$ cat src/core/fliv_pkg.sv
// Shared constants and types for the four-level vectored interrupt controller
`default_nettype none
package fliv_pkg;
  localparam int unsigned NUM_SRC = 10;
  localparam int unsigned CLKS_PER_MC = 4;
  localparam int unsigned LONG_CALL_MC = 4;
  // Source index in arbitration order, 0 ranks highest
  localparam int unsigned SRC_EXT0 = 0;
  localparam int unsigned SRC_BOD = 1;
  localparam int unsigned SRC_WDOG = 2;
  localparam int unsigned SRC_TMR0 = 3;
  localparam int unsigned SRC_CONV = 4;
  localparam int unsigned SRC_EXT1 = 5;
  localparam int unsigned SRC_EDGE = 6;
  localparam int unsigned SRC_TMR1 = 7;
  localparam int unsigned SRC_PWMU = 8;
  localparam int unsigned SRC_PWMB = 9;
  // Enable and priority bit positions
  localparam int unsigned BIT_EXT0 = 0;
  localparam int unsigned BIT_TMR0 = 1;
  localparam int unsigned BIT_EXT1 = 2;
  localparam int unsigned BIT_TMR1 = 3;
  localparam int unsigned BIT_BOD = 5;
  localparam int unsigned BIT_CONV = 6;
  localparam int unsigned BIT_GATE = 7;
  localparam int unsigned BIT_WDOG = 4;
  localparam int unsigned BIT_PWMB = 5;
  localparam int unsigned BIT_PWMU = 6;
  localparam int unsigned BIT_EDGE = 7;
  // Vectors
  localparam logic [15:0] VEC_EXT0 = 16'h0003;
  localparam logic [15:0] VEC_TMR0 = 16'h000b;
  localparam logic [15:0] VEC_EXT1 = 16'h0013;
  localparam logic [15:0] VEC_TMR1 = 16'h001b;
  localparam logic [15:0] VEC_BOD = 16'h002b;
  localparam logic [15:0] VEC_EDGE = 16'h003b;
  localparam logic [15:0] VEC_WDOG = 16'h0053;
  localparam logic [15:0] VEC_CONV = 16'h005b;
  localparam logic [15:0] VEC_PWMU = 16'h006b;
  localparam logic [15:0] VEC_PWMB = 16'h0073;
  localparam logic [7:0] RST_REG = 8'h00;
  localparam logic [3:0] RST_INSVC = 4'h0;
  // Register byte addresses on the AXI4-Lite slave
  localparam logic [7:0] ADDR_MAIN_EN = 8'h00;
  localparam logic [7:0] ADDR_EXT_EN = 8'h04;
  localparam logic [7:0] ADDR_PRIO_LO_A = 8'h08;
  localparam logic [7:0] ADDR_PRIO_HI_A = 8'h0c;
  localparam logic [7:0] ADDR_PRIO_LO_B = 8'h10;
  localparam logic [7:0] ADDR_PRIO_HI_B = 8'h14;
  localparam logic [7:0] ADDR_EXT_MODE = 8'h18;
  localparam logic [7:0] ADDR_STATUS = 8'h1c;
  localparam logic [1:0] RESP_OKAY = 2'b00;
  localparam logic [1:0] RESP_SLVERR = 2'b10;
  // Long-call request to the core
  typedef struct packed {
    logic valid;
    logic [3:0] src;
    logic [15:0] vector;
    logic [1:0] level;
  } fliv_call_type;
  // Per-instruction status from the core sequencer
  typedef struct packed {
    logic last_mc;
    logic reg_write;
    logic return_from_interrupt;
    logic ret_plain;
  } fliv_instr_type;
  // Stored priority: high bit and low bit of each source
  typedef struct packed {
    logic [NUM_SRC-1:0] hi;
    logic [NUM_SRC-1:0] lo;
  } fliv_prio_type;
endpackage
`default_nettype wire

$ cat src/core/fliv_arbiter.sv
// Level and rank arbitration among pending sources
`default_nettype none
module fliv_arbiter
  import fliv_pkg::*;
(
  input wire logic [fliv_pkg::NUM_SRC-1:0] pend,
  input wire fliv_pkg::fliv_prio_type prio,
  output logic found,
  output logic [3:0] win_src,
  output logic [1:0] win_lvl
);
  always_comb
  begin
    found = 1'b0;
    win_src = 4'h0;
    win_lvl = 2'b00;
    // Highest level first, then lowest index inside a level
    for (int l = 3; l >= 0; l--)
    begin
      for (int s = 0; s < NUM_SRC; s++)
      begin
        if (!found && pend[s] && ({prio.hi[s], prio.lo[s]} == l[1:0]))
        begin
          found = 1'b1;
          win_src = s[3:0];
          win_lvl = l[1:0];
        end
      end
    end
  end
endmodule
`default_nettype wire

$ cat src/core/fliv_ctrl.sv
// Four-level vectored interrupt controller with AXI4-Lite register slave
// Overview of operation
// - No request memory; every poll is fresh
// - Timer overflow flags cleared on vectoring
// - External flags cleared only in edge mode
// - Watchdog and other soft flags left for software
// - Long-call pushes PC, loads winning vector
// - Fixed vector address per source
// - Return-from-interrupt ends current service routine
// - Plain return leaves in-service state alone
// - Two priority bits give four levels
// - Preempt only by strictly higher level
// - Highest level wins, then fixed rank
// - Enable bits in main/extended enable registers
// - Priority bits share the enable bit index
// - Only four sources may wake power-down
// - Sample at C3, poll next machine cycle
// - Long-call spans four machine cycles
// - Latency bounded by twelve machine cycles
// - Call only on clean last cycle
// - Global gate masks every source
// - Edge mode: high then low sets flag
//
// The register offsets and the AXI4-Lite register port were left to the implementer.
`default_nettype none
module fliv_ctrl
  import fliv_pkg::*;
(
  input wire logic ref_clk,
  input wire logic rst_b,
  input wire logic [31:0] s_axi_awaddr,
  input wire logic s_axi_awvalid,
  output logic s_axi_awready,
  input wire logic [31:0] s_axi_wdata,
  input wire logic [3:0] s_axi_wstrb,
  input wire logic s_axi_wvalid,
  output logic s_axi_wready,
  output logic [1:0] s_axi_bresp,
  output logic s_axi_bvalid,
  input wire logic s_axi_bready,
  input wire logic [31:0] s_axi_araddr,
  input wire logic s_axi_arvalid,
  output logic s_axi_arready,
  output logic [31:0] s_axi_rdata,
  output logic [1:0] s_axi_rresp,
  output logic s_axi_rvalid,
  input wire logic s_axi_rready,
  input wire logic ext_input_0,
  input wire logic ext_input_1,
  input wire logic tmr0_ovf_set,
  input wire logic tmr1_ovf_set,
  input wire logic [7:0] src_flag_in,
  input wire fliv_pkg::fliv_instr_type instr,
  input wire logic conv_clk_rc,
  output fliv_pkg::fliv_call_type call,
  output logic mc_phase_c3,
  output logic wake_req,
  output logic ext0_req_flag,
  output logic ext1_req_flag,
  output logic tmr0_ovf_flag,
  output logic tmr1_ovf_flag
);
  // src_flag_in: software-cleared flags, one bit per source index 1,2,4,6, PWMU on bit 0, PWMB on bit 3
  // (index of fliv_pkg source numbering, bits 5,7 unused)

  // ----------------------------------------------------------------
  // Machine-cycle phase divider
  // ----------------------------------------------------------------
  logic [1:0] phase_r, phase_nxt;
  logic c3, c4;
  assign c3 = (phase_r == 2'd2);
  assign c4 = (phase_r == 2'd3);
  always_comb
  begin
    phase_nxt = phase_r + 2'd1;
  end

  // ----------------------------------------------------------------
  // Pin synchronisers
  // ----------------------------------------------------------------
  logic [1:0] pin_s1_r, pin_s2_r, pin_smp_r;
  always_ff @(posedge ref_clk or negedge rst_b)
  begin
    if (!rst_b)
    begin
      pin_s1_r <= 2'b11;
      pin_s2_r <= 2'b11;
    end
    else
    begin
      pin_s1_r <= {ext_input_1, ext_input_0};
      pin_s2_r <= pin_s1_r;
    end
  end

  // ----------------------------------------------------------------
  // Registers
  // ----------------------------------------------------------------
  logic [7:0] main_enable_reg_r, extended_enable_reg_r;
  logic [7:0] priority_low_bank_a_r, priority_high_bank_a_r;
  logic [7:0] priority_low_bank_b_r, priority_high_bank_b_r;
  logic [1:0] ext_mode_r;
  logic [7:0] main_en_nxt, ext_en_nxt, pla_nxt, pha_nxt, plb_nxt, phb_nxt;
  logic [1:0] ext_mode_nxt;

  // ----------------------------------------------------------------
  // Flags, in-service state and call sequencing
  // ----------------------------------------------------------------
  logic ext0_nxt, ext1_nxt, tmr0_nxt, tmr1_nxt;
  logic [3:0] insvc_r, insvc_nxt;
  logic [NUM_SRC-1:0] poll_r, poll_nxt;
  logic [1:0] pin_smp_nxt;
  fliv_call_type call_nxt;
  logic [1:0] call_cnt_r, call_cnt_nxt;
  logic wake_nxt;

  logic [NUM_SRC-1:0] en_vec, flag_vec;
  fliv_prio_type prio;
  logic found;
  logic [3:0] win_src;
  logic [1:0] win_lvl;

  function automatic logic [15:0] vec_of(input logic [3:0] s);
    unique case (s)
      4'd0: vec_of = VEC_EXT0;
      4'd1: vec_of = VEC_BOD;
      4'd2: vec_of = VEC_WDOG;
      4'd3: vec_of = VEC_TMR0;
      4'd4: vec_of = VEC_CONV;
      4'd5: vec_of = VEC_EXT1;
      4'd6: vec_of = VEC_EDGE;
      4'd7: vec_of = VEC_TMR1;
      4'd8: vec_of = VEC_PWMU;
      4'd9: vec_of = VEC_PWMB;
      default: vec_of = 16'h0000;
    endcase
  endfunction

  // Highest in-service level, or 4 (bit 2 set) when none
  function automatic logic [2:0] top_level(input logic [3:0] v);
    top_level = 3'b100;
    for (int i = 0; i < 4; i++)
    begin
      if (v[i])
      begin
        top_level = {1'b0, i[1:0]};
      end
    end
  endfunction

  always_comb
  begin
    en_vec = '0;
    en_vec[SRC_EXT0] = main_enable_reg_r[BIT_EXT0];
    en_vec[SRC_TMR0] = main_enable_reg_r[BIT_TMR0];
    en_vec[SRC_EXT1] = main_enable_reg_r[BIT_EXT1];
    en_vec[SRC_TMR1] = main_enable_reg_r[BIT_TMR1];
    en_vec[SRC_BOD] = main_enable_reg_r[BIT_BOD];
    en_vec[SRC_CONV] = main_enable_reg_r[BIT_CONV];
    en_vec[SRC_WDOG] = extended_enable_reg_r[BIT_WDOG];
    en_vec[SRC_PWMB] = extended_enable_reg_r[BIT_PWMB];
    en_vec[SRC_PWMU] = extended_enable_reg_r[BIT_PWMU];
    en_vec[SRC_EDGE] = extended_enable_reg_r[BIT_EDGE];
    // High and low bits form the level
    prio.lo = '0;
    prio.hi = '0;
    prio.lo[SRC_EXT0] = priority_low_bank_a_r[BIT_EXT0];
    prio.lo[SRC_TMR0] = priority_low_bank_a_r[BIT_TMR0];
    prio.lo[SRC_EXT1] = priority_low_bank_a_r[BIT_EXT1];
    prio.lo[SRC_TMR1] = priority_low_bank_a_r[BIT_TMR1];
    prio.lo[SRC_BOD] = priority_low_bank_a_r[BIT_BOD];
    prio.lo[SRC_CONV] = priority_low_bank_a_r[BIT_CONV];
    prio.lo[SRC_WDOG] = priority_low_bank_b_r[BIT_WDOG];
    prio.lo[SRC_PWMB] = priority_low_bank_b_r[BIT_PWMB];
    prio.lo[SRC_PWMU] = priority_low_bank_b_r[BIT_PWMU];
    prio.lo[SRC_EDGE] = priority_low_bank_b_r[BIT_EDGE];
    prio.hi[SRC_EXT0] = priority_high_bank_a_r[BIT_EXT0];
    prio.hi[SRC_TMR0] = priority_high_bank_a_r[BIT_TMR0];
    prio.hi[SRC_EXT1] = priority_high_bank_a_r[BIT_EXT1];
    prio.hi[SRC_TMR1] = priority_high_bank_a_r[BIT_TMR1];
    prio.hi[SRC_BOD] = priority_high_bank_a_r[BIT_BOD];
    prio.hi[SRC_CONV] = priority_high_bank_a_r[BIT_CONV];
    prio.hi[SRC_WDOG] = priority_high_bank_b_r[BIT_WDOG];
    prio.hi[SRC_PWMB] = priority_high_bank_b_r[BIT_PWMB];
    prio.hi[SRC_PWMU] = priority_high_bank_b_r[BIT_PWMU];
    prio.hi[SRC_EDGE] = priority_high_bank_b_r[BIT_EDGE];
    flag_vec = '0;
    flag_vec[SRC_EXT0] = ext0_req_flag;
    flag_vec[SRC_EXT1] = ext1_req_flag;
    flag_vec[SRC_TMR0] = tmr0_ovf_flag;
    flag_vec[SRC_TMR1] = tmr1_ovf_flag;
    flag_vec[SRC_BOD] = src_flag_in[SRC_BOD];
    flag_vec[SRC_WDOG] = src_flag_in[SRC_WDOG];
    flag_vec[SRC_CONV] = src_flag_in[SRC_CONV];
    flag_vec[SRC_EDGE] = src_flag_in[SRC_EDGE];
    flag_vec[8] = 1'b0;
    flag_vec[9] = 1'b0;
  end

  // PWM flags sit above the 8-bit input; reuse unused slots 0 and 3
  logic [NUM_SRC-1:0] flags_all;
  always_comb
  begin
    flags_all = flag_vec;
    flags_all[SRC_PWMU] = src_flag_in[0];
    flags_all[SRC_PWMB] = src_flag_in[3];
  end

  logic [NUM_SRC-1:0] pend;
  fliv_arbiter u_arb (
    .pend(pend),
    .prio(prio),
    .found(found),
    .win_src(win_src),
    .win_lvl(win_lvl)
  );

  logic can_call;
  logic [2:0] top_lvl;
  always_comb
  begin
    // Poll uses the snapshot of this cycle only
    pend = poll_r & en_vec & {NUM_SRC{main_enable_reg_r[BIT_GATE]}};
    top_lvl = top_level(insvc_r);
    // Strictly higher than any routine in service
    // Last cycle, no register write, no return
    can_call = found && c4 && (call_cnt_r == 2'd0) && instr.last_mc
      && !instr.reg_write && !instr.return_from_interrupt
      && (top_lvl[2] || ({1'b0, win_lvl} > top_lvl));
  end

  always_comb
  begin
    pin_smp_nxt = pin_smp_r;
    ext0_nxt = ext0_req_flag;
    ext1_nxt = ext1_req_flag;
    tmr0_nxt = tmr0_ovf_flag | tmr0_ovf_set;
    tmr1_nxt = tmr1_ovf_flag | tmr1_ovf_set;
    poll_nxt = poll_r;
    insvc_nxt = insvc_r;
    call_nxt = call;
    call_cnt_nxt = call_cnt_r;
    // Pins sampled and external flags updated at C3
    if (c3)
    begin
      pin_smp_nxt = pin_s2_r;
      ext0_nxt = ext_mode_r[0] ? (ext0_req_flag | (pin_smp_r[0] & ~pin_s2_r[0]))
        : ~pin_s2_r[0];
      ext1_nxt = ext_mode_r[1] ? (ext1_req_flag | (pin_smp_r[1] & ~pin_s2_r[1]))
        : ~pin_s2_r[1];
    end
    // Snapshot at cycle start is polled at C4 of the same machine cycle
    if (phase_r == 2'd0)
    begin
      poll_nxt = flags_all;
    end
    if (c4 && call_cnt_r != 2'd0)
    begin
      call_cnt_nxt = call_cnt_r - 2'd1;
    end
    call_nxt.valid = 1'b0;
    if (can_call)
    begin
      call_nxt.valid = 1'b1;
      call_nxt.src = win_src;
      call_nxt.level = win_lvl;
      call_nxt.vector = vec_of(win_src);
      call_cnt_nxt = 2'(LONG_CALL_MC - 1);
      insvc_nxt[win_lvl] = 1'b1;
      // Timer flags cleared; event in same cycle still wins
      if (win_src == 4'(SRC_TMR0))
      begin
        tmr0_nxt = tmr0_ovf_set;
      end
      if (win_src == 4'(SRC_TMR1))
      begin
        tmr1_nxt = tmr1_ovf_set;
      end
      // External flags cleared only in edge mode
      if (win_src == 4'(SRC_EXT0) && ext_mode_r[0])
      begin
        ext0_nxt = 1'b0;
      end
      if (win_src == 4'(SRC_EXT1) && ext_mode_r[1])
      begin
        ext1_nxt = 1'b0;
      end
      // Watchdog and other soft flags are untouched here
    end
    // Return ends highest level; plain return ignored
    if (c4 && instr.last_mc && instr.return_from_interrupt && !top_lvl[2])
    begin
      insvc_nxt[top_lvl[1:0]] = 1'b0;
    end
  end

  // Wake sources: ext0, ext1, brownout, ADC on RC clock
  always_comb
  begin
    wake_nxt = main_enable_reg_r[BIT_GATE] & (
      (ext0_req_flag & en_vec[SRC_EXT0]) | (ext1_req_flag & en_vec[SRC_EXT1])
      | (flags_all[SRC_BOD] & en_vec[SRC_BOD])
      | (flags_all[SRC_CONV] & en_vec[SRC_CONV] & conv_clk_rc));
  end

  // ----------------------------------------------------------------
  // AXI4-Lite slave
  // ----------------------------------------------------------------
  logic aw_hold_r, aw_hold_nxt, w_hold_r, w_hold_nxt;
  logic [7:0] aw_addr_r, aw_addr_nxt, w_data_r, w_data_nxt;
  logic w_lane_r, w_lane_nxt;
  logic bvalid_nxt, rvalid_nxt, awready_nxt, wready_nxt, arready_nxt;
  logic [1:0] bresp_nxt, rresp_nxt;
  logic [31:0] rdata_nxt;
  always_comb
  begin
    aw_hold_nxt = aw_hold_r;
    w_hold_nxt = w_hold_r;
    aw_addr_nxt = aw_addr_r;
    w_data_nxt = w_data_r;
    w_lane_nxt = w_lane_r;
    bvalid_nxt = s_axi_bvalid & ~s_axi_bready;
    bresp_nxt = s_axi_bresp;
    rvalid_nxt = s_axi_rvalid & ~s_axi_rready;
    rresp_nxt = s_axi_rresp;
    rdata_nxt = s_axi_rdata;
    main_en_nxt = main_enable_reg_r;
    ext_en_nxt = extended_enable_reg_r;
    pla_nxt = priority_low_bank_a_r;
    pha_nxt = priority_high_bank_a_r;
    plb_nxt = priority_low_bank_b_r;
    phb_nxt = priority_high_bank_b_r;
    ext_mode_nxt = ext_mode_r;
    if (s_axi_awvalid && s_axi_awready)
    begin
      aw_hold_nxt = 1'b1;
      aw_addr_nxt = s_axi_awaddr[7:0];
    end
    if (s_axi_wvalid && s_axi_wready)
    begin
      w_hold_nxt = 1'b1;
      w_data_nxt = s_axi_wdata[7:0];
      w_lane_nxt = s_axi_wstrb[0];
    end
    if (aw_hold_r && w_hold_r && !s_axi_bvalid)
    begin
      aw_hold_nxt = 1'b0;
      w_hold_nxt = 1'b0;
      bvalid_nxt = 1'b1;
      bresp_nxt = RESP_OKAY;
      unique case (aw_addr_r)
        ADDR_MAIN_EN: if (w_lane_r) main_en_nxt = w_data_r;
        ADDR_EXT_EN: if (w_lane_r) ext_en_nxt = w_data_r;
        ADDR_PRIO_LO_A: if (w_lane_r) pla_nxt = w_data_r;
        ADDR_PRIO_HI_A: if (w_lane_r) pha_nxt = w_data_r;
        ADDR_PRIO_LO_B: if (w_lane_r) plb_nxt = w_data_r;
        ADDR_PRIO_HI_B: if (w_lane_r) phb_nxt = w_data_r;
        ADDR_EXT_MODE: if (w_lane_r) ext_mode_nxt = w_data_r[1:0];
        ADDR_STATUS: bresp_nxt = RESP_OKAY;
        default: bresp_nxt = RESP_SLVERR;
      endcase
    end
    awready_nxt = !aw_hold_nxt && !(s_axi_awvalid && s_axi_awready);
    wready_nxt = !w_hold_nxt && !(s_axi_wvalid && s_axi_wready);
    arready_nxt = !rvalid_nxt && !(s_axi_arvalid && s_axi_arready);
    if (s_axi_arvalid && s_axi_arready)
    begin
      rvalid_nxt = 1'b1;
      rresp_nxt = RESP_OKAY;
      rdata_nxt = 32'h0000_0000;
      unique case (s_axi_araddr[7:0])
        ADDR_MAIN_EN: rdata_nxt[7:0] = main_enable_reg_r;
        ADDR_EXT_EN: rdata_nxt[7:0] = extended_enable_reg_r;
        ADDR_PRIO_LO_A: rdata_nxt[7:0] = priority_low_bank_a_r;
        ADDR_PRIO_HI_A: rdata_nxt[7:0] = priority_high_bank_a_r;
        ADDR_PRIO_LO_B: rdata_nxt[7:0] = priority_low_bank_b_r;
        ADDR_PRIO_HI_B: rdata_nxt[7:0] = priority_high_bank_b_r;
        ADDR_EXT_MODE: rdata_nxt[1:0] = ext_mode_r;
        ADDR_STATUS: rdata_nxt[7:0] = {tmr1_ovf_flag, tmr0_ovf_flag, ext1_req_flag,
          ext0_req_flag, insvc_r};
        default: rresp_nxt = RESP_SLVERR;
      endcase
    end
  end

  always_ff @(posedge ref_clk or negedge rst_b)
  begin
    if (!rst_b)
    begin
      phase_r <= 2'd0;
      pin_smp_r <= 2'b11;
      ext0_req_flag <= 1'b0;
      ext1_req_flag <= 1'b0;
      tmr0_ovf_flag <= 1'b0;
      tmr1_ovf_flag <= 1'b0;
      poll_r <= '0;
      insvc_r <= RST_INSVC;
      call <= '0;
      call_cnt_r <= 2'd0;
      mc_phase_c3 <= 1'b0;
      wake_req <= 1'b0;
      main_enable_reg_r <= RST_REG;
      extended_enable_reg_r <= RST_REG;
      priority_low_bank_a_r <= RST_REG;
      priority_high_bank_a_r <= RST_REG;
      priority_low_bank_b_r <= RST_REG;
      priority_high_bank_b_r <= RST_REG;
      ext_mode_r <= 2'b00;
      aw_hold_r <= 1'b0;
      w_hold_r <= 1'b0;
      aw_addr_r <= 8'h00;
      w_data_r <= 8'h00;
      w_lane_r <= 1'b0;
      s_axi_awready <= 1'b0;
      s_axi_wready <= 1'b0;
      s_axi_arready <= 1'b0;
      s_axi_bvalid <= 1'b0;
      s_axi_bresp <= RESP_OKAY;
      s_axi_rvalid <= 1'b0;
      s_axi_rresp <= RESP_OKAY;
      s_axi_rdata <= 32'h0000_0000;
    end
    else
    begin
      phase_r <= phase_nxt;
      pin_smp_r <= pin_smp_nxt;
      ext0_req_flag <= ext0_nxt;
      ext1_req_flag <= ext1_nxt;
      tmr0_ovf_flag <= tmr0_nxt;
      tmr1_ovf_flag <= tmr1_nxt;
      poll_r <= poll_nxt;
      insvc_r <= insvc_nxt;
      call <= call_nxt;
      call_cnt_r <= call_cnt_nxt;
      mc_phase_c3 <= (phase_nxt == 2'd2);
      wake_req <= wake_nxt;
      main_enable_reg_r <= main_en_nxt;
      extended_enable_reg_r <= ext_en_nxt;
      priority_low_bank_a_r <= pla_nxt;
      priority_high_bank_a_r <= pha_nxt;
      priority_low_bank_b_r <= plb_nxt;
      priority_high_bank_b_r <= phb_nxt;
      ext_mode_r <= ext_mode_nxt;
      aw_hold_r <= aw_hold_nxt;
      w_hold_r <= w_hold_nxt;
      aw_addr_r <= aw_addr_nxt;
      w_data_r <= w_data_nxt;
      w_lane_r <= w_lane_nxt;
      s_axi_awready <= awready_nxt;
      s_axi_wready <= wready_nxt;
      s_axi_arready <= arready_nxt;
      s_axi_bvalid <= bvalid_nxt;
      s_axi_bresp <= bresp_nxt;
      s_axi_rvalid <= rvalid_nxt;
      s_axi_rresp <= rresp_nxt;
      s_axi_rdata <= rdata_nxt;
    end
  end
endmodule
`default_nettype wire

$ cat config.mk
export PLATFORM = sky130hd
export DESIGN_NAME = fliv_ctrl
export DESIGN_NICKNAME = d
export VERILOG_FILES = /design/src/core/fliv_pkg.sv /design/src/core/fliv_arbiter.sv /design/src/core/fliv_ctrl.sv
export SDC_FILE = /design/constraint.sdc
export NUM_CORES = 1
export LEC_CHECK = 0
export BUFFER_PORTS_ARGS = -buffer_cell sky130_fd_sc_hd__buf_2
export CAP_MARGIN = 10
export CORE_MARGIN = 2
export CORE_UTILIZATION = 25
export CTS_BUF_LIST = sky130_fd_sc_hd__clkbuf_16
export CTS_CLUSTER_SIZE = 12
export DETAILED_ROUTE_END_ITERATION = 10
export GPL_TIMING_DRIVEN = 0
export HOLD_SLACK_MARGIN = 0.06
export PLACE_DENSITY_LB_ADDON = 0.12
export RECOVER_POWER = 100
export SLEW_MARGIN = 40
export SYNTH_ARGS = -nofsm -noshare
export SYNTH_HDL_FRONTEND = slang
export SYNTH_SLANG_ARGS = --single-unit
$ cat constraint.sdc
create_clock -name ref_clk -period 4.92 [get_ports ref_clk]
set_input_delay 1.476 -clock ref_clk [delete_from_list [all_inputs] [get_ports ref_clk]]
set_output_delay 1.476 -clock ref_clk [all_outputs]
set_load 0.02 [all_outputs]
==> metrics.md, run 1 <==
| Metric | Value |
|---|---|
| Outcome | `finished, violations left` |
| Failing checks | `DRC, capacitance limit, slew limit` |
| Slowest cell on crit path | `sky130_fd_sc_hd__nor2_1` |
| Count of clock tree sinks | `126` |
| Final setup violating endpoints | `0` |
| Vias post-DR | `5154` |
| Flip-flop and latch area | `0.00316 mm2` |
| Via count normalized by instance count | `4.78` |
| RR Startpoint | `main_enable_reg_r[7]` |
| Slew at the pin closest to its max-slew limit | `3.09 ns` |
| First-pass GRT wire length | `30400 um` |
| Cell area power density | `386 mW/mm2` |
| Width of the die | `167 um` |
| Clk_lat worst skew | `0.43 ns` |
| Number of gates given a new drive strength after cts | `0` |
| Ports placed on the boundary | `194` |
| Fmax | `228 MHz` |
| Critical register-to-register path endpoint | `ext1_req_flag` |
| Highest ir drop seen on vdd | `0.184 mV` |
| Critical path start-end classification | `reg2reg` |
| Top Layer Used | `met4` |
| Total area of multi-input combinational cells | `0.00318 mm2` |
| Standard cell core area | `0.0261 mm2` |
| Hold Violations, Final | `0` |
| Non-filler instance count after layout | `1079` |
| Synth Flop Type | `sky130_fd_sc_hd__dfrtp_1` |
| Gpl congestion | `0.861` |
| Max reg flops | `12` |
| Core Rows | `59` |
| Distinct cell type count of the synthesized netlist | `73` |
| Clock skew | `0.0149 ns` |
| Post-route DRC | `13` |
| Dpl hpwl | `14900 um` |
| Signed area change from the synthesized netlist to the final layout | `23.0%` |
| Startpoint kind of the worst setup timing path | `flop` |
| Clock tree from TritonCTS | `built` |
| Most frequent standard cell in the layout excluding fill and tap cells | `sky130_fd_sc_hd__dfrtp_1` |
| Mapped cell area | `0.00667 mm2` |
| Initial detailed-routing violation count | `288` |
| Hold path endpoint | `pin_s2_r[1]` |
| Dpl cells | `1047` |
| Flip-flop and latch count after synthesis | `126` |
| Fraction of layout cells with a size suffix above 1 | `0.302` |
| Largest registers | `call: 12 flops, poll_r: 10 flops` |
| Antenna cell count | `0` |
| WP data arrival | `4.67 ns` |
| Largest fanout on the critical path | `10` |
| Final worst-path cycle share | `0.893` |
| Clock root cell | `sky130_fd_sc_hd__clkbuf_16` |
| Wire length on met3 | `1140 um` |
| Routed met1 length | `9550 um` |
| Largest area contributor in the synthesized netlist | `sky130_fd_sc_hd__dfrtp_1` |
| Depth of the most critical reg-to-reg path | `16` |
| Yosys Warn Count | `0` |
| Post-CTS setup buffer count | `0` |
| Effective utilization at floorplan | `0.255` |
| Detailed-routed wire length on met2 | `8700 um` |
| Required time at the worst-slack endpoint | `5.20 ns` |
| Largest net degree at the start of global routing | `74` |
| Clock-pin transition on the worst setup and hold timing paths | `0.07 ns` |
| Final TNS setup | `0 ns` |
| Number of antenna violations at the first check in global routing | `0` |
| Path class of the lowest-slack min-delay path | `reg2reg` |
| Final net count | `862` |
| Leading cell types by total area after synthesis | `sky130_fd_sc_hd__dfrtp_1 (45%), sky130_fd_sc_hd__mux2_2 (14%), sky130_fd_sc_hd__buf_4 (4.3%), sky130_fd_sc_hd__mux4_2 (3.0%), sky130_fd_sc_hd__nor2_1 (2.9%)` |
| Most flop-heavy register | `call` |
| Number of buffers inserted during clock tree synthesis | `17` |
| Worst hold margin | `0.356 ns` |
| Final antenna-violating net count | `0` |
| Endpoint kind of the worst setup timing path | `flop` |
| Grt total ovfl | `0` |
| Worst Path Buf+Inv | `3` |
| Max-capacitance violation count | `2` |
| Commonest non-fill, non-tap cells in the layout | `sky130_fd_sc_hd__dfrtp_1 (120), sky130_fd_sc_hd__mux2_2 (82), sky130_fd_sc_hd__clkbuf_1 (53)` |
| Number of fill cells in the layout | `2698` |
| Buffers from clock root to sink, at most | `2` |
| Top cell type's share of synthesized area | `0.450` |
| Setup slack on the worst flop-to-flop path | `0.53 ns` |
| Min Clock Period, post-route | `4.39 ns` |
| Total die area | `0.0280 mm2` |
| Sequential cell area fraction in the yosys report | `0.474` |
| Iteration count of the initial detailed-routing pass | `8` |
| GRT Util Overall | `0.143` |
| Core occupancy in the finished layout | `0.314` |
| Largest delay share family, worst path | `simple AND/OR/NAND/NOR gates` |
| Relative slew slack | `-1.06` |
| FFs w/ async S/R, synth | `1.00` |
| Post-Syn Area per Cell | `11.2 um2` |
| Leak Pwr | `3.73 nW` |
| Worst hold stages | `0` |
| Largest stage delay, worst path | `0.47 ns` |
| Die Y-Extent | `167 um` |
| Number of synthesized flops with an enable pin | `0` |
| Beginning of the worst hold path | `pin_s1_r[1]` |
| Aggregate routed wire length | `19700 um` |
| Post-DR wirelength/cell | `18.3 um` |
| H-tree Lvls | `4` |
| Gate Count Post-Synth | `597` |
| Number of I/O port buffers | `78` |
| Number of hold buffers added after CTS | `0` |
| Worst path cell trace | `buf_6 > buf_6 > nand4b_1 > or2_1 > nor2b_1 > nand4b_4 > nor2_1 > a21oi_1 > ha_1 > a21oi_1 > o2111ai_1 > a41oi_1 > buf_2 > nand2_1 > nor2_1 > a31oi_1` |
| Final number of max-transition violations | `65` |
| Vias in the first global route | `5186` |
| Setup repair after global routing missed its margin | `no` |
-- worst reg2reg max path: stages, from the launching register on --
cell and delay, ns:
sky130_fd_sc_hd__dfrtp_1 0.38, sky130_fd_sc_hd__buf_6 0.15, sky130_fd_sc_hd__buf_6 0.15, sky130_fd_sc_hd__nand4b_1 0.14
sky130_fd_sc_hd__or2_1 0.16, sky130_fd_sc_hd__nor2b_1 0.35, sky130_fd_sc_hd__nand4b_4 0.25, sky130_fd_sc_hd__nor2_1 0.47
sky130_fd_sc_hd__a21oi_1 0.31, sky130_fd_sc_hd__ha_1 0.37, sky130_fd_sc_hd__a21oi_1 0.16, sky130_fd_sc_hd__o2111ai_1 0.19
sky130_fd_sc_hd__a41oi_1 0.41, sky130_fd_sc_hd__buf_2 0.32, sky130_fd_sc_hd__nand2_1 0.10, sky130_fd_sc_hd__nor2_1 0.21
sky130_fd_sc_hd__a31oi_1 0.12
-- report_power, final --
| part | internal, mW | switching, mW |
|---|---|---|
| clock network | 0.735 | 0.576 |
| registers | 1.20 | 0.180 |
| logic | 0.230 | 0.248 |
| total | 2.16 | 1.00 |
-- cells in the mapped netlist, types with 10 or more instances --
library cell,count
sky130_fd_sc_hd__nand3_1,18
sky130_fd_sc_hd__mux2_2,83
sky130_fd_sc_hd__inv_1,19
sky130_fd_sc_hd__clkbuf_1,14
sky130_fd_sc_hd__o21ai_0,13
sky130_fd_sc_hd__nand2_1,37
sky130_fd_sc_hd__dfrtp_1,120
sky130_fd_sc_hd__a21oi_1,15
sky130_fd_sc_hd__nand4_1,10
sky130_fd_sc_hd__buf_4,38
sky130_fd_sc_hd__nor2_1,51
-- layer usage --
layer  up-vias  GRT usage
met2       163      0.217
met1      2557      0.201
met3        14     0.0333
met5         -          0
met4         0     0.0473
li1       2420          -
-- per-stage QoR --
step                      cell area (um2)  setup WS, ns  power (mW)
after floorplan                      6800          1.64        1.68
after global placement               7610         0.654        1.87
after detailed placement             7670         0.711        1.89
after CTS                            8280         0.652        3.22
after global routing                 8200         0.160        3.34
final                                8200         0.526        3.17
-- worst max path at each step --
stage | from | end | slack (ns) | cells after the start
final | main_enable_reg_r[7] | ext1_req_flag | 0.53 | 16
after global routing | main_enable_reg_r[7] | ext0_req_flag | 0.16 | 17
after CTS | main_enable_reg_r[7] | ext0_req_flag | 0.65 | 15
after detailed placement | main_enable_reg_r[7] | ext0_req_flag | 0.71 | 15
after global placement | rst_b | extended_enable_reg_r[4] | 0.65 | 1
after floorplan | main_enable_reg_r[7] | tmr0_ovf_flag | 1.64 | 15
-- final cells by class --
type                    count  area share
plain buffers              57      0.0464
clock buffers              17      0.0519
clock inverters            15      0.0230
inverters                  20     0.00915
multi-input cells         429       0.387
flip-flops and latches    126       0.385
well taps                 335      0.0511
repair buffers             80      0.0458
-- cell families (layout without fill, tap and decap cells) --
| logic type | count (synthesis) | in the layout | share of synthesized area |
|---|---|---|---|
| xor gates and xnor gates | 1 | 1 | 0.00131 |
| adders and majority gates | 7 | 7 | 0.0131 |
| AOI/OAI and AO/OA | 107 | 107 | 0.122 |
| DFF | 126 | 126 | 0.474 |
| muxes | 92 | 92 | 0.171 |
| and+or+nand+nor | 186 | 186 | 0.150 |
| buffers and inverters | 77 | 189 | 0.0683 |
| other | 1 | 36 | 0.000562 |
Note: power is estimated with default switching activity, not from simulation.
==> run 2: changes to the inputs <==
- ABC_AREA: default -> 1
- HOLD_SLACK_MARGIN: 0.06 -> 0.1
- clock period: 4.92 -> 3.8 ns (I/O delays scaled with it)
==> run 2 against run 1 <==
- the run ends with capacitance limit, slew limit, setup timing left
- setup slack worse by 0.99 ns
- via count up 20%
- sequential share of layout area down 3.2 points
- utilization up 2.1 points
- critical path type unchanged
- largest power group unchanged
- design area up 9.3%
- hold slack about the same
- non-clock buffer count up 44
==> metrics.md, run 2 <==
| Metric | Value |
|---|---|
| Outcome | `finished, violations left` |
| Failing checks | `capacitance limit, slew limit, setup timing` |
| Vias in the first global route | `5925` |
| Sequential fraction of design power | `0.419` |
| Portion of total power attributed to the clock network | `0.394` |
| Leading cell types by total area after synthesis | `sky130_fd_sc_hd__dfrtp_1 (44%), sky130_fd_sc_hd__nand2_1 (10%), sky130_fd_sc_hd__inv_1 (6.8%), sky130_fd_sc_hd__o21ai_0 (6.6%), sky130_fd_sc_hd__buf_4 (4.2%)` |
| Final setup violating endpoints | `22` |
| Slew at the pin closest to its max-slew limit | `1.55 ns` |
| Setup WS post-layout | `-0.460 ns` |
| Number of I/O port buffers | `79` |
| Final antenna-violating net count | `0` |
| Commonest non-fill, non-tap cells in the layout | `sky130_fd_sc_hd__nand2_1 (173), sky130_fd_sc_hd__dfrtp_1 (116), sky130_fd_sc_hd__inv_1 (115)` |
| Area of placed instances | `0.00774 mm2` |
| Startpoint kind of the worst setup timing path | `flop` |
| Leak Pwr | `4.39 nW` |
| Max reg flops | `12` |
| Largest area contributor in the synthesized netlist | `sky130_fd_sc_hd__dfrtp_1` |
| H-tree Lvls | `4` |
| Largest delay share family, worst path | `simple AND/OR/NAND/NOR gates` |
| Routed met1 length | `9930 um` |
| Endpoint kind of the worst setup timing path | `flop` |
| Distinct cell type count of the synthesized netlist | `44` |
| Dpl hpwl | `16300 um` |
| Post-Syn Area per Cell | `8.00 um2` |
| Gate Count Post-Synth | `844` |
| Synth Flop Type | `sky130_fd_sc_hd__dfrtp_1` |
| Final worst-path cycle share | `1.12` |
| Min Clock Period, post-route | `4.26 ns` |
| Worst Path Buf+Inv | `7` |
| Post-DR wirelength/cell | `16.2 um` |
| WP data arrival | `4.63 ns` |
| Largest net degree at the start of global routing | `71` |
| Critical path start-end classification | `reg2reg` |
| Wire length on met3 | `1040 um` |
| Clock skew | `0.0111 ns` |
| Clock tree from TritonCTS | `built` |
| Effective utilization at floorplan | `0.253` |
| Core Rows | `60` |
| Worst hold margin | `0.356 ns` |
| RR Startpoint | `main_enable_reg_r[7]` |
| Vias post-DR | `6192` |
| Die Y-Extent | `168 um` |
| Ranking of synthesized cells by instance count | `sky130_fd_sc_hd__nand2_1 (182), sky130_fd_sc_hd__inv_1 (122), sky130_fd_sc_hd__dfrtp_1 (120), sky130_fd_sc_hd__o21ai_0 (89), sky130_fd_sc_hd__nor2_1 (74)` |
| Top cell type's share of synthesized area | `0.445` |
| Reported net switching power | `1.51 mW` |
| Width of the die | `168 um` |
| Initial detailed-routing violation count | `358` |
| Max-capacitance violation count | `1` |
| Beginning of the worst hold path | `pin_s1_r[0]` |
| Grt total ovfl | `0` |
| Top Layer Used | `met4` |
| Path class of the lowest-slack min-delay path | `reg2reg` |
| Largest stage delay, worst path | `0.45 ns` |
| Via count normalized by instance count | `4.48` |
| Required time at the worst-slack endpoint | `4.17 ns` |
| Post-route DRC | `0` |
| Final number of max-transition violations | `58` |
| Cell with the most instances after synthesis | `sky130_fd_sc_hd__nand2_1` |
| Largest registers | `call: 12 flops, poll_r: 10 flops` |
| Number of synthesized flops with an enable pin | `0` |
| Most frequent standard cell in the layout excluding fill and tap cells | `sky130_fd_sc_hd__nand2_1` |
| Proportion of power drawn by combinational gates | `0.187` |
| Standard cell core area | `0.0267 mm2` |
| Sequential cell area fraction in the yosys report | `0.468` |
| Number of buffers inserted during clock tree synthesis | `17` |
| First-pass GRT wire length | `34200 um` |
| Overall power | `4.35 mW` |
| Cell repeated most along the worst path | `sky130_fd_sc_hd__nor2_4` |
| Fraction of power spent switching nets | `0.347` |
| Clk_lat worst skew | `0.43 ns` |
| Count of clock tree sinks | `126` |
| Hold Violations, Final | `0` |
| Iteration count of the initial detailed-routing pass | `5` |
| Number of hold buffers added after CTS | `0` |
| Setup repair after global routing missed its margin | `yes` |
| Yosys Warn Count | `0` |
| Clock-pin transition on the worst setup and hold timing paths | `0.07 ns` |
| Gpl congestion | `0.892` |
| Signed area change from the synthesized netlist to the final layout | `32.8%` |
| Ports placed on the boundary | `194` |
| Flip-flop and latch count after synthesis | `126` |
| Total die area | `0.0283 mm2` |
| Highest ir drop seen on vdd | `0.255 mV` |
| Setup slack after placement | `-0.826 ns` |
| Relative slew slack | `-0.0319` |
| Non-filler instance count after layout | `1383` |
| Cell area power density | `485 mW/mm2` |
| Largest fanout on the critical path | `6` |
| Number of antenna violations at the first check in global routing | `0` |
| Most flop-heavy register | `call` |
| Antenna cell count | `0` |
| Internal power summed over all cells | `2.84 mW` |
| Buffers from clock root to sink, at most | `2` |
| Dpl cells | `1300` |
| Post-route cell area | `0.00896 mm2` |
| FFs w/ async S/R, synth | `1.00` |
| Fraction of layout cells with a size suffix above 1 | `0.255` |
| Mapped cell area | `0.00675 mm2` |
| Critical Path Start | `main_enable_reg_r[7]` |
| Slowest cell on crit path | `sky130_fd_sc_hd__dfrtp_2` |
| Clock root cell | `sky130_fd_sc_hd__clkbuf_16` |
| Detailed-routed wire length on met2 | `10700 um` |
| Final net count | `1160` |
| GRT Util Overall | `0.160` |
| Fmax | `235 MHz` |
| Aggregate routed wire length | `22400 um` |
-- run 2: cell count changes in the layout (fill, tap and decap cells not counted), moves of 13 or more --
cell	delta
sky130_fd_sc_hd__buf_4	+44
sky130_fd_sc_hd__inv_1	+96
sky130_fd_sc_hd__mux2_2	-75
sky130_fd_sc_hd__nand2_1	+136
sky130_fd_sc_hd__nor2_1	+13
sky130_fd_sc_hd__nor3_1	+22
sky130_fd_sc_hd__o21ai_0	+71
-- run 2: worst reg2reg max path, delay by kind of cell, from the launching register on --
kind	cells	cell delay, ns
fa+ha+maj	1	0.25
buf+inv	7	0.78
flops	1	0.45
compound gates	1	0.06
simple gates	24	2.67
-- run 2: logic make-up (layout without fill, tap and decap cells) --
kind of cell             Yosys count  count (layout)  synth area share
AND/OR/NAND/NOR                  386             386             0.265
XOR/XNOR                           1               1           0.00130
adder cells (fa/ha/maj)            7               7            0.0130
buffers and inverters            177             340             0.122
other                              1              36          0.000556
multiplexers                       7               7            0.0117
AO/OA/AOI/OAI                    139             139             0.118
flip-flops                       126             126             0.468
-- run 2: cell type report --
type / instances / area, um2
fill: 2884 / 17800
multi-input combinational: 576 / 3170
sequential: 126 / 3170
timing repair buffer: 131 / 758
inverter: 127 / 485
tap: 341 / 427
clock buffer: 17 / 425
buffer: 50 / 353
clock inverter: 15 / 174
-- run 2: worst paths after layout --
check / slack [ns] / end / depth (start not counted)
max in group asynchronous: 0.83 / priority_low_bank_b_r[4] / 2
hold reg to reg: 0.36 / pin_s2_r[0] / 0
hold / removal: 0.36 / pin_s2_r[0] / 0
setup / recovery: -0.46 / call[5] / 33
min in group asynchronous: 1.10 / extended_enable_reg_r[6] / 1
setup reg to reg: -0.46 / call[5] / 33
-- run 2: power groups by stage --
stage	sequential, mW	combinational, mW	clock (mW)
floorplan	1.78	0.473	0
global route	1.85	0.938	1.82
CTS	1.81	0.824	1.76
detailed placement	1.82	0.778	0
global placement	1.82	0.771	0
finish	1.82	0.814	1.71
-- run 2: stage by stage --
step / setup TNS (ns) / util
global placement: -69.15 / 0.288
floorplan: 0 / -
CTS: -8.29 / 0.327
finish: -8.28 / 0.335
global route: -16.19 / 0.335
detailed placement: -14.83 / 0.290
-- run 2: layer usage --
layer	global-route usage	vias up
li1	-	3068
met1	0.204	2932
met2	0.265	155
met3	0.0296	37
met4	0.0675	0
met5	0	-
-- run 2: what timing repair did --
| item | 4_1_cts | 5_1_grt |
|---|---|---|
| setup endpoints to repair | 22 | 22 |
| cloned | 2 | 0 |
| pin swaps | 23 | 42 |
| buffers inserted | 30 | 22 |
| resized for setup | 41 | 46 |
==> run 3: changes to the inputs <==
- BUFFER_PORTS_ARGS: -buffer_cell sky130_fd_sc_hd__buf_2 -> default
- CTS_BUF_LIST: sky130_fd_sc_hd__clkbuf_16 -> default
- DONT_BUFFER_PORTS: default -> 1
==> run 3 against run 2 <==
- critical path depth up 3
- sequential power up 2%
- utilization is 1.7 points lower
- sequential cell count did not move
- combinational power shrank 15%
- via count fell by 5.2%
- register-to-register slack lost 0.06 ns
- die area stayed put
- sequential share of layout area grew 1.8 points
- power down 2.3%
- the run ends with setup timing left
- global-route usage increased by 0.066 points
==> metrics.md, run 3 (same netlist as run 2, synthesis figures left out) <==
| Metric | Value |
|---|---|
| Outcome | `finished, violations left` |
| Failing checks | `setup timing` |
| Ports placed on the boundary | `194` |
| Path class of the lowest-slack min-delay path | `reg2reg` |
| Startpoint kind of the worst setup timing path | `flop` |
| Vias post-DR | `5868` |
| Post-DR wirelength/cell | `17.3 um` |
| Largest stage delay, worst path | `0.45 ns` |
| Max-capacitance violation count | `0` |
| Most flop-heavy register | `call` |
| Proportion of power drawn by combinational gates | `0.164` |
| GRT Util Overall | `0.160` |
| Buffers from clock root to sink, at most | `2` |
| Number of antenna violations at the first check in global routing | `0` |
| Via count normalized by instance count | `4.55` |
| Fraction of layout cells with a size suffix above 1 | `0.200` |
| Most frequent standard cell in the layout excluding fill and tap cells | `sky130_fd_sc_hd__nand2_1` |
| Setup WS post-layout | `-0.518 ns` |
| Die Y-Extent | `168 um` |
| Gpl congestion | `0.864` |
| Cell repeated most along the worst path | `sky130_fd_sc_hd__nor2_4` |
| Grt total ovfl | `0` |
| First-pass GRT wire length | `34200 um` |
| Highest ir drop seen on vdd | `0.264 mV` |
| Number of I/O port buffers | `0` |
| Clock tree from TritonCTS | `built` |
| Portion of total power attributed to the clock network | `0.399` |
| Effective utilization at floorplan | `0.253` |
| Final setup violating endpoints | `22` |
| Cell area power density | `499 mW/mm2` |
| Vias in the first global route | `5679` |
| Slew at the pin closest to its max-slew limit | `0.707 ns` |
| Leak Pwr | `4.12 nW` |
| Clock skew | `0.0122 ns` |
| Fraction of power spent switching nets | `0.352` |
| Post-route DRC | `0` |
| Iteration count of the initial detailed-routing pass | `5` |
| Reported net switching power | `1.49 mW` |
| Core occupancy in the finished layout | `0.319` |
| Width of the die | `168 um` |
| Largest net degree at the start of global routing | `127` |
| Slowest cell on crit path | `sky130_fd_sc_hd__dfrtp_2` |
| Largest fanout on the critical path | `5` |
| Final net count | `1066` |
| Core Rows | `60` |
| Clock-pin transition on the worst setup and hold timing paths | `0.07 ns` |
| Final worst-path cycle share | `1.14` |
| Overall power | `4.25 mW` |
| Hold Violations, Final | `0` |
| Setup slack after placement | `-0.975 ns` |
| Fmax | `232 MHz` |
| Internal power summed over all cells | `2.75 mW` |
| Sequential fraction of design power | `0.438` |
| Standard cell core area | `0.0267 mm2` |
| Initial detailed-routing violation count | `342` |
| Aggregate routed wire length | `22300 um` |
| Max reg flops | `12` |
| Endpoint kind of the worst setup timing path | `flop` |
| Clock root cell | `sky130_fd_sc_hd__clkbuf_16` |
| Final antenna-violating net count | `0` |
| Count of clock tree sinks | `126` |
| Commonest non-fill, non-tap cells in the layout | `sky130_fd_sc_hd__nand2_1 (178), sky130_fd_sc_hd__inv_1 (117), sky130_fd_sc_hd__dfrtp_1 (117)` |
| Clk_lat worst skew | `0.43 ns` |
| Total die area | `0.0283 mm2` |
| Critical path start-end classification | `reg2reg` |
| Antenna cell count | `0` |
| H-tree Lvls | `4` |
| WP data arrival | `4.65 ns` |
| Required time at the worst-slack endpoint | `4.13 ns` |
| Largest registers | `call: 12 flops, poll_r: 10 flops` |
| Final number of max-transition violations | `0` |
| Min Clock Period, post-route | `4.32 ns` |
| Relative slew slack | `0.524` |
| Dpl hpwl | `16200 um` |
| Setup repair after global routing missed its margin | `yes` |
| Number of buffers inserted during clock tree synthesis | `17` |
| Signed area change from the synthesized netlist to the final layout | `26.2%` |
| Worst hold margin | `0.359 ns` |
==> run 3: final timing paths <==
path,from,slack [ns],cells past startpoint,end
worst max-delay path,main_enable_reg_r[7],-0.52,36,call[8]
worst min-delay path,pin_s1_r[0],0.36,0,pin_s2_r[0]
worst max register to register,main_enable_reg_r[7],-0.52,36,call[8]
worst min register to register,pin_s1_r[0],0.36,0,pin_s2_r[0]
max in group asynchronous,rst_b,2.97,0,main_enable_reg_r[1]
min in group asynchronous,rst_b,0.42,0,mc_phase_c3
==> run 3: cell type report <==
cell class              count  area [um2]
fillers                  2872       18200
flip-flops and latches    126        3160
multi-input cells         576        3140
inverters                 127         488
well taps                 341         427
clock buffers              17         425
plain buffers              50         357
repair buffers             37         340
clock inverters            15         174
==> run 3: power by group through the flow <==
stage	combinational, mW	sequential, mW	clock, mW
after global routing	0.809	1.89	1.80
after detailed placement	0.655	1.87	0
after CTS	0.704	1.86	1.74
after global placement	0.650	1.87	0
after floorplan	0.473	1.78	0
final	0.695	1.86	1.69
==> run 3: through the flow <==
| stage | TNS (ns) | cell area, um2 | instances |
|---|---|---|---|
| floorplan | 0 | 6890 | 879 |
| global placement | -17.49 | 7310 | 1220 |
| detailed placement | -17.21 | 7310 | 1220 |
| CTS | -10.13 | 8270 | 1276 |
| global route | -16.60 | 8510 | 1289 |
| finish | -9.99 | 8510 | 1289 |
==> run 3: metal layers <==
metal  vias up  track usage  routed length [um]
li1       2887            -                   -
met1      2794        0.208               10000
met2       150        0.268               10800
met3        37       0.0270                 835
met4         0       0.0611                 648
met5         -            0                   0
==> run 3: critical path, delay by kind of cell (launching register included) <==
kind / cells / cell delay (ns)
fa+ha+maj: 1 / 0.28
simple gates: 26 / 2.70
buf+inv: 7 / 0.66
compound gates: 2 / 0.12
flops: 1 / 0.45
==> run 3: timing repair <==
action                                  4_1_cts  5_1_grt
resized for setup                            42       30
endpoints found under the setup margin       22       22
pin swaps                                    22       22
hold buffers                                  0        0
buffers inserted                             22       13
gates cloned                                  2        1
